==> src/hdl/tws_defines.svh <==
// constants for the three-wire serial control slave
// assumes inclusion by hdl files only
`ifndef TWS_DEFINES_SVH
`define TWS_DEFINES_SVH
// ============================================================
// register map
`define TWS_ADDR_CHECKSUM   6'h00
`define TWS_ADDR_STATUS     6'h01
`define TWS_ADDR_CFG_LO     6'h04
`define TWS_ADDR_CFG_HI     6'h27
// ============================================================
// status bit positions
`define TWS_BIT_LOCK        0
`define TWS_BIT_PARITY      1
`define TWS_BIT_BROWNOUT    2
`define TWS_BIT_SUPPLY      3
`define TWS_BIT_BATT_UPPER  4
`define TWS_BIT_BATT_LOWER  5
`define TWS_BIT_MANDATORY   7
// ============================================================
// reset values
`define TWS_STATUS_RESET    8'h84
`define TWS_CHECKSUM_RESET  8'h00
// ============================================================
// function codes
`define TWS_FN_WRITE        2'h0
`define TWS_FN_READ         2'h1
`define TWS_FN_RSVD         2'h2
`define TWS_FN_TX           2'h3
`endif

==> src/hdl/tws_pkg.sv <==
// types shared by the three-wire serial control slave
// assumes tws_defines.svh for numeric constants
package tws_pkg;
  // ============================================================
  // command phase
  typedef enum logic [1:0] {
    TWS_ST_IDLE  = 2'b00,
    TWS_ST_CMD   = 2'b01,
    TWS_ST_WDATA = 2'b10,
    TWS_ST_RDATA = 2'b11
  } tws_state_e;

  // decoded command byte
  typedef struct packed {
    logic [1:0] func;
    logic [5:0] addr;
  } tws_cmd_s;

  // events found on the serial clock
  typedef struct packed {
    logic sample;
    logic launch;
  } tws_edge_s;
endpackage

==> src/hdl/tws_slave.sv <==
// three-wire serial control slave with write checksum and status register
// assumes sck, en and sdio arrive asynchronously to CORE_CLK and sck is far slower
`timescale 1ns/10ps
`include "tws_defines.svh"
// Notes on behaviour
// - status bits 5 and 4 show battery-low flags, reset 0, invalid in standby.
// - error flags at bits 0,1,2 clear on write of one; brownout resets to 1.
// - command spans enable high; bus ignored while enable is low.
// - data line shared; device drives only while returning read data.
// - clock low at enable rise: sample on falling, launch on rising edge.
// - clock high at enable rise: sample on rising, launch on falling edge.
// - edge choice latched at enable rise and held until enable falls.
// - burst write keeps enable high; address increments after each data byte.
// - on writes every complete byte, command included, is XORed into checksum.
// - reading checksum returns its value and then clears it.
// - reading other registers leaves the checksum unchanged.
// - first byte is command: top two bits function, low six bits address.
module tws_slave
  import tws_pkg::*;
#(
  parameter int CFG_DEPTH = 36
)(
  input  wire logic       CORE_CLK,
  input  wire logic       RST,
  input  wire logic       SCK,
  input  wire logic       EN,
  input  wire logic       SDIO_IN,
  output logic            SDIO_OUT,
  output logic            SDIO_OE_N,
  input  wire logic       STANDBY,
  input  wire logic       LOCK_ERR_EVT,
  input  wire logic       PARITY_ERR_EVT,
  input  wire logic       BROWNOUT_EVT,
  input  wire logic       SUPPLY_FAIL,
  input  wire logic       BATT_LOW_UPPER,
  input  wire logic       BATT_LOW_LOWER,
  output logic [1:0]      TX_CMD_STB,
  output logic [5:0]      TX_CMD_PARAM
);
  logic            sck_s;
  logic            en_s;
  logic            sdio_s;
  logic            sck_d;
  logic            en_d;
  logic            edge_hi;
  tws_edge_s       ev;
  tws_state_e      state;
  logic [2:0]      bit_cnt;
  logic [7:0]      shreg;
  logic [7:0]      txreg;
  logic [5:0]      addr;
  logic [7:0]      checksum;
  logic            lock_loss_flag;
  logic            parity_error_flag;
  logic            brownout_flag;
  logic [7:0]      cfg [0:CFG_DEPTH-1];
  logic [7:0]      byte_in;
  logic            byte_done;
  logic            en_rise;
  logic            en_fall;
  logic            active;
  logic [7:0]      status_view;
  logic [7:0]      read_data;
  logic [5:0]      cfg_index;
  logic [5:0]      rd_index;
  logic            status_wr;
  logic            cfg_wr;

  // ============================================================
  // pin synchronisers
  tws_sync u_sync_sck  (.clk(CORE_CLK), .rst(RST), .d(SCK),     .q(sck_s));
  tws_sync u_sync_en   (.clk(CORE_CLK), .rst(RST), .d(EN),      .q(en_s));
  tws_sync u_sync_sdio (.clk(CORE_CLK), .rst(RST), .d(SDIO_IN), .q(sdio_s));

  // delayed copies for edge detection
  always_ff @(posedge CORE_CLK or posedge RST) begin
    if (RST) begin
      sck_d <= 1'b0;
      en_d  <= 1'b0;
    end else begin
      sck_d <= sck_s;
      en_d  <= en_s;
    end
  end

  assign en_rise = en_s & ~en_d;
  assign en_fall = ~en_s & en_d;
  assign active  = en_s & en_d;                    // bus ignored otherwise

  // ============================================================
  // active edge selection, held for the whole frame
  always_ff @(posedge CORE_CLK or posedge RST) begin
    if (RST) begin
      edge_hi <= 1'b0;
    end else if (en_rise) begin
      edge_hi <= sck_s;
    end
  end

  // sample and launch strobes per latched polarity
  always_comb begin
    ev.sample = 1'b0;
    ev.launch = 1'b0;
    if (active) begin
      if (edge_hi) begin
        ev.sample = sck_s & ~sck_d;
        ev.launch = ~sck_s & sck_d;
      end else begin
        ev.sample = ~sck_s & sck_d;
        ev.launch = sck_s & ~sck_d;
      end
    end
  end

  // ============================================================
  // bit shifter, msb first
  assign byte_in   = {shreg[6:0], sdio_s};
  assign byte_done = ev.sample && (bit_cnt == 3'h7);

  always_ff @(posedge CORE_CLK or posedge RST) begin
    if (RST) begin
      shreg   <= 8'h00;
      bit_cnt <= 3'h0;
    end else if (!en_s) begin
      bit_cnt <= 3'h0;                             // partial byte dropped at frame end
    end else if (ev.sample) begin
      shreg   <= byte_in;
      bit_cnt <= bit_cnt + 3'h1;
    end
  end

  // ============================================================
  // command sequencer
  always_ff @(posedge CORE_CLK or posedge RST) begin
    if (RST) begin
      state        <= TWS_ST_IDLE;
      addr         <= 6'h00;
      TX_CMD_STB   <= 2'h0;
      TX_CMD_PARAM <= 6'h00;
    end else begin
      TX_CMD_STB <= 2'h0;
      if (!en_s) begin
        state <= TWS_ST_IDLE;
      end else if (en_rise) begin
        state <= TWS_ST_CMD;
      end else if (byte_done) begin
        case (state)
          TWS_ST_CMD: begin
            addr <= byte_in[5:0];
            case (byte_in[7:6])
              `TWS_FN_WRITE: state <= TWS_ST_WDATA;
              `TWS_FN_READ:  state <= TWS_ST_RDATA;
              `TWS_FN_TX: begin
                state        <= TWS_ST_IDLE;
                TX_CMD_STB   <= 2'h1;
                TX_CMD_PARAM <= byte_in[5:0];
              end
              default:       state <= TWS_ST_IDLE; // reserved code ignored
            endcase
          end
          TWS_ST_WDATA: addr <= addr + 6'h01;      // burst auto-increment
          TWS_ST_RDATA: addr <= addr;
          default:      state <= TWS_ST_IDLE;
        endcase
      end
    end
  end

  // ============================================================
  // configuration store; host keeps writes in range
  assign status_wr = byte_done && (state == TWS_ST_WDATA) && (addr == `TWS_ADDR_STATUS);
  assign cfg_index = 6'(addr - `TWS_ADDR_CFG_LO);
  assign cfg_wr    = byte_done && (state == TWS_ST_WDATA) && (addr >= `TWS_ADDR_CFG_LO)
                     && (addr <= `TWS_ADDR_CFG_HI);

  always_ff @(posedge CORE_CLK) begin
    if (cfg_wr) begin
      cfg[cfg_index] <= byte_in;
    end
  end

  // ============================================================
  // error flags: hardware set wins over host clear
  always_ff @(posedge CORE_CLK or posedge RST) begin
    if (RST) begin
      lock_loss_flag    <= 1'b0;
      parity_error_flag <= 1'b0;
      brownout_flag     <= 1'b1;
    end else begin
      lock_loss_flag    <= LOCK_ERR_EVT   | (lock_loss_flag    & ~(status_wr & byte_in[`TWS_BIT_LOCK]));
      parity_error_flag <= PARITY_ERR_EVT | (parity_error_flag & ~(status_wr & byte_in[`TWS_BIT_PARITY]));
      brownout_flag     <= BROWNOUT_EVT   | (brownout_flag     & ~(status_wr & byte_in[`TWS_BIT_BROWNOUT]));
    end
  end

  // battery flags forced low in standby where they carry no meaning
  always_comb begin
    status_view                      = `TWS_STATUS_RESET & 8'h80;
    status_view[`TWS_BIT_BATT_LOWER] = BATT_LOW_LOWER & ~STANDBY;
    status_view[`TWS_BIT_BATT_UPPER] = BATT_LOW_UPPER & ~STANDBY;
    status_view[`TWS_BIT_SUPPLY]     = SUPPLY_FAIL;
    status_view[`TWS_BIT_BROWNOUT]   = brownout_flag;
    status_view[`TWS_BIT_PARITY]     = parity_error_flag;
    status_view[`TWS_BIT_LOCK]       = lock_loss_flag;
  end

  // read mux on the address completing in the command byte, so the value is ready before the first launch edge
  assign rd_index = 6'(byte_in[5:0] - `TWS_ADDR_CFG_LO);

  always_comb begin
    if (byte_in[5:0] == `TWS_ADDR_CHECKSUM) begin
      read_data = checksum;
    end else if (byte_in[5:0] == `TWS_ADDR_STATUS) begin
      read_data = status_view;
    end else if ((byte_in[5:0] >= `TWS_ADDR_CFG_LO) && (byte_in[5:0] <= `TWS_ADDR_CFG_HI)) begin
      read_data = cfg[rd_index];
    end else begin
      read_data = 8'h00;
    end
  end

  // ============================================================
  // checksum: XOR of every write byte, cleared once read
  always_ff @(posedge CORE_CLK or posedge RST) begin
    if (RST) begin
      checksum <= `TWS_CHECKSUM_RESET;
    end else if (byte_done && ((state == TWS_ST_WDATA) ||
                 ((state == TWS_ST_CMD) && (byte_in[7:6] == `TWS_FN_WRITE)))) begin
      checksum <= checksum ^ byte_in;
    end else if (byte_done && (state == TWS_ST_RDATA) && (addr == `TWS_ADDR_CHECKSUM)) begin
      checksum <= 8'h00;                           // clear after the byte went out
    end
  end

  // ============================================================
  // read output: loaded when the read command completes, then shifted on launch edges
  always_ff @(posedge CORE_CLK or posedge RST) begin
    if (RST) begin
      txreg     <= 8'h00;
      SDIO_OUT  <= 1'b0;
      SDIO_OE_N <= 1'b1;
    end else if (!en_s) begin
      SDIO_OE_N <= 1'b1;                           // release line with frame
    end else if (byte_done && (state == TWS_ST_CMD) && (byte_in[7:6] == `TWS_FN_READ)) begin
      txreg <= read_data;
    end else if (ev.launch && (state == TWS_ST_RDATA)) begin
      SDIO_OE_N <= 1'b0;                           // drive only for read data
      SDIO_OUT  <= txreg[7];
      txreg     <= {txreg[6:0], 1'b0};
    end
  end

endmodule

==> src/hdl/tws_sync.sv <==
// two flip-flop synchroniser for one asynchronous level
// assumes CORE_CLK domain and asynchronous active-high reset
`timescale 1ns/10ps
module tws_sync
  import tws_pkg::*;
(
  input  wire logic clk,
  input  wire logic rst,
  input  wire logic d,
  output logic      q
);
  logic meta;

  // ============================================================
  // first stage read only by the second
  always_ff @(posedge clk or posedge rst) begin
    if (rst) begin
      meta <= 1'b0;
      q    <= 1'b0;
    end else begin
      meta <= d;
      q    <= meta;
    end
  end
endmodule

==> config.mk <==
export PLATFORM = sky130hd
export DESIGN_NAME = tws_slave
export DESIGN_NICKNAME = d
export VERILOG_FILES = /design/src/hdl/tws_pkg.sv /design/src/hdl/tws_slave.sv /design/src/hdl/tws_sync.sv
export VERILOG_INCLUDE_DIRS = /design/src /design/src/hdl
export SDC_FILE = /design/constraint.sdc
export NUM_CORES = 1
export LEC_CHECK = 0
export ABC_AREA = 1
export ABC_CLOCK_PERIOD_IN_PS = 7680
export BUFFER_PORTS_ARGS = -buffer_cell sky130_fd_sc_hd__buf_2
export CAP_MARGIN = 5
export CORE_MARGIN = 2
export CORE_UTILIZATION = 40
export CTS_CLUSTER_DIAMETER = 80
export DETAILED_ROUTE_END_ITERATION = 16
export SYNTH_ARGS = -nofsm -noshare
export SYNTH_HDL_FRONTEND = slang
export SYNTH_SLANG_ARGS = --single-unit
==> constraint.sdc <==
create_clock -name CORE_CLK -period 7.68 [get_ports CORE_CLK]
set_clock_uncertainty 0.15 [all_clocks]
set_input_delay 0 -clock CORE_CLK [delete_from_list [all_inputs] [get_ports CORE_CLK]]
set_output_delay 0 -clock CORE_CLK [all_outputs]
set_load 0.02 [all_outputs]
==> out/summary.log <==
[sta] Setup-failing EPs final 0
[drt] via density per instance 5.223
[drt] Via Count 9923
[floorplanning] Initial Util 40.57%
[pwr] Final Total Pwr 4.848 mW
[worst_setup_path] R2R Setup Slk 4.29 ns
[worst_setup_path] depth of the most critical reg-to-reg path 10
[min_path] launch instance of the worst min-delay path PARITY_ERR_EVT
[pwr] P per Cell Area 292.0 nW/um2
[sta] Fin Setup TNS 0 ns
[synth] top-area cell type share of the netlist area 58.23%
[drt] routed wire length 36100 um
[final_layout] layout net count 1434
[final_layout] Non-Filler Instances 1900
[drt] count of TritonRoute iterations in the first routing pass 5
[sta] final critical-path share of the clock period 44.14%
[synth] number of standard cells after synthesis 1385
[pwr] leak pwr 6.608 nW
[clocking] clock network latency to the later pin of the worst-skew pair 0.53 ns
[clocking] library cell used as clock root buffer sky130_fd_sc_hd__clkbuf_16
[synth] EDFF count, synth 288
[worst_setup_path] maximum net fanout on the critical path 59
[grt] via count of the first global-routing pass 9385
[job] number of maximum-capacitance violations 0
[drt] remaining antenna violation count after routing 0
[grt] leftover overflow at the end of global routing 0
[grt] wire length of the first global-routing pass 55830 um
[min_path] count of cells along the worst hold path 4
[sta] slew at the pin with the worst max-slew slack 1.206 ns
[worst_setup_path] CP endpoint kind flip-flop
[sta] max-slew violation total from the final report 0
[clocking] CTS resizes 0
[place] placed instance count 1821
[floorplanning] Core Box Area 36610 um2
[clocking] Sinks on Clock Net 343
[pwr] IR drop worst, VDD 0.0001617 V
[final_layout] commonest non-fill, non-tap cell in the layout sky130_fd_sc_hd__nand2_1
[pwr] switching part of the total power 29.56%
[worst_setup_path] worst reg2reg endpoint txreg[5]
[pwr] Sequential Power Share 44.1%
[final_layout] number of inserted filler cells in the final layout 3363
[sta] remaining max-slew budget at the tightest pin 19.40%
[final_layout] fraction of final layout cells sized beyond drive strength 1 7.751%
[clocking] level count of the clock H-tree 2
[worst_setup_path] data arrival time of the worst path 3.67 ns
[floorplanning] Total Die Area 38690 um2
[synth] total nets after synthesis 1412
[worst_setup_path] kind of critical path reg2reg
[floorplanning] horizontal die dimension 196.7 um
[clocking] post-CTS setup repair buffer count 0
[drt] wire per inst 19.00 um
[place] Detailed Place HPWL 21070 um
[grt] antenna violations before repair 1
[sta] RSZ-0062 raised after global routing false
[pwr] part of the power in combinational logic 19.7%
[synth] leading register cell type out of synthesis sky130_fd_sc_hd__edfxtp_1
[synth] fraction of the yosys area taken by sequential cells 67.51%
[min_path] worst hold path endpoint parity_error_flag
[grt] total global-route track usage 18.93%
[drt] number of DRC violations after detailed-routing iteration 0 1064
[worst_setup_path] reg-to-reg critical path startpoint shreg[0]
[synth] number of distinct standard cells referenced by the synthesized netlist 47
[drt] count of unresolved DRC violations after routing 0
[pwr] clock network fraction of total power 36.3%
[clocking] clock tree buffer depth 3
[final_layout] most used cells in the layout excluding fill and tap cells sky130_fd_sc_hd__nand2_1, sky130_fd_sc_hd__edfxtp_1, sky130_fd_sc_hd__nand3_1
[worst_setup_path] required time of the critical path 7.96 ns
[pwr] switching power 1.433 mW
[min_path] path type of the worst min-delay path in2reg
[synth] top cells by area in the synthesized netlist sky130_fd_sc_hd__edfxtp_1, sky130_fd_sc_hd__nand2_1, sky130_fd_sc_hd__dfrtp_1
[synth] average instance area after synthesis 10.72 um2
[final_layout] post-synthesis to final-layout area growth 11.78%
[synth] cell type contributing the most total cell area after synthesis sky130_fd_sc_hd__edfxtp_1
[clocking] Clock transition at path regs 0.06 ns
[clocking] TritonCTS Buffers 37
[synth] Ys Warns 0
[final_layout] fraction of the core area covered by cells at the end of the flow 45.35%
[clocking] CTS tree built
[sta] final period demand of the worst path 3.390 ns
[status] outcome complete, no violations
[floorplanning] standard-cell rows 70
[sta] final hold violation count 0
[floorplanning] Vert. Die Dim 196.7 um
[place] number of I/O port buffers 20
[final_layout] Diodes inserted 0
[pwr] Internal Power 3.415 mW
[clocking] number of buffers inserted for hold repair after clock tree synthesis 15
[floorplanning] top-level I/O count 22
[worst_setup_path] Critical Path Start Type flip-flop
[synth] async set-reset flop share out of synthesis 16.03%
[sta] highest clock rate 295.0 MHz
[synth] Yosys reg bits 343
[grt] pin count of the biggest net entering global routing 99
[place] Final Wtd Congestion 0.8038
[synth] post-synthesis instance area 14850 um2
==> metal layers <==
layer / routed length (um) / vias up / global-route usage (%)
met5: 0 / - / 0
li1: - / 4725 / -
met3: 2421 / 59 / 2.892
met4: 817 / 0 / 5.013
met1: 16000 / 4820 / 26.84
met2: 16860 / 319 / 30.61
==> stage by stage <==
step / worst slack [ns] / instance area [um2] / hold WS (ns)
6_report: 4.290 / 16600 / 0.04516
5_1_grt: 3.977 / 16600 / 0.05892
4_1_cts: 4.236 / 16600 / 0.04098
3_5_place_dp: 4.278 / 15260 / -0.04069
3_3_place_gp: 4.299 / 15260 / -0.04130
2_1_floorplan: 4.710 / 14850 / -0.1186
==> final cells by class <==
cell class,count,area (um2),area share [%]
clock inverters,15,142.6,0.8592
well taps,468,585.6,3.527
repair buffers,47,340.3,2.050
flip-flops and latches,343,10030,60.44
multi-input cells,841,3936,23.71
inverters,137,518.0,3.120
clock buffers,49,1045,6.293
==> power by group through the flow <==
stage	sequential, mW	combinational [mW]	clock (mW)
2_1_floorplan	2.20	0.588	0
3_3_place_gp	2.18	0.934	0
3_5_place_dp	2.18	0.944	0
4_1_cts	2.14	0.955	1.78
5_1_grt	2.14	1.05	1.86
6_report	2.14	0.953	1.76
==> critical path, cell delays in order, from the launching register on <==
cell and delay (ns):
sky130_fd_sc_hd__dfrtp_2 0.65, sky130_fd_sc_hd__inv_2 0.11, sky130_fd_sc_hd__buf_4 0.63, sky130_fd_sc_hd__nand3_1 0.36, sky130_fd_sc_hd__nor2_2 0.38, sky130_fd_sc_hd__a31o_2 0.17, sky130_fd_sc_hd__dlygate4sd3_1 0.56, sky130_fd_sc_hd__inv_1 0.04
sky130_fd_sc_hd__nand2_1 0.05, sky130_fd_sc_hd__nand2_1 0.05, sky130_fd_sc_hd__a21oi_1 0.13
==> sequential cells by signal (all words and copies together) (netlist names), 2 cells and up <==
signal	count
txreg	8
shreg	7
TX_CMD_PARAM	6
checksum	8
cfg	288
addr	6
bit_cnt	3
state	2
==> worst max path at each step <==
stage / start / end / slack (ns) / cells past startpoint
3_5_place_dp: u_sync_sdio.q / txreg[4] / 4.28 / 12
6_report: shreg[0] / txreg[5] / 4.29 / 10
3_3_place_gp: u_sync_sdio.q / txreg[4] / 4.30 / 12
5_1_grt: u_sync_sdio.q / txreg[4] / 3.98 / 12
2_1_floorplan: shreg[1] / txreg[5] / 4.71 / 16
4_1_cts: u_sync_sdio.q / txreg[4] / 4.24 / 12
==> cell usage after synthesis, drive strengths merged, types with 6 or more instances <==
master	instances
a21oi	37
clkbuf	14
o21ai	69
a31oi	6
ha	15
inv	136
a22oi	9
nand4	17
buf	50
o211ai	7
o32ai	7
nand3	143
edfxtp	288
nor2	124
dfrtp	53
nand2	384
==> logic make-up after synthesis <==
family	share of synthesized area [%]
other	0.02525
flip-flops	67.51
AO/OA/AOI/OAI	5.543
multiplexers	0.07582
adder cells (fa/ha/maj)	1.264
buffers and inverters	5.981
AND/OR/NAND/NOR	19.13
XOR/XNOR	0.4634
(Power assumes the default switching activity.)
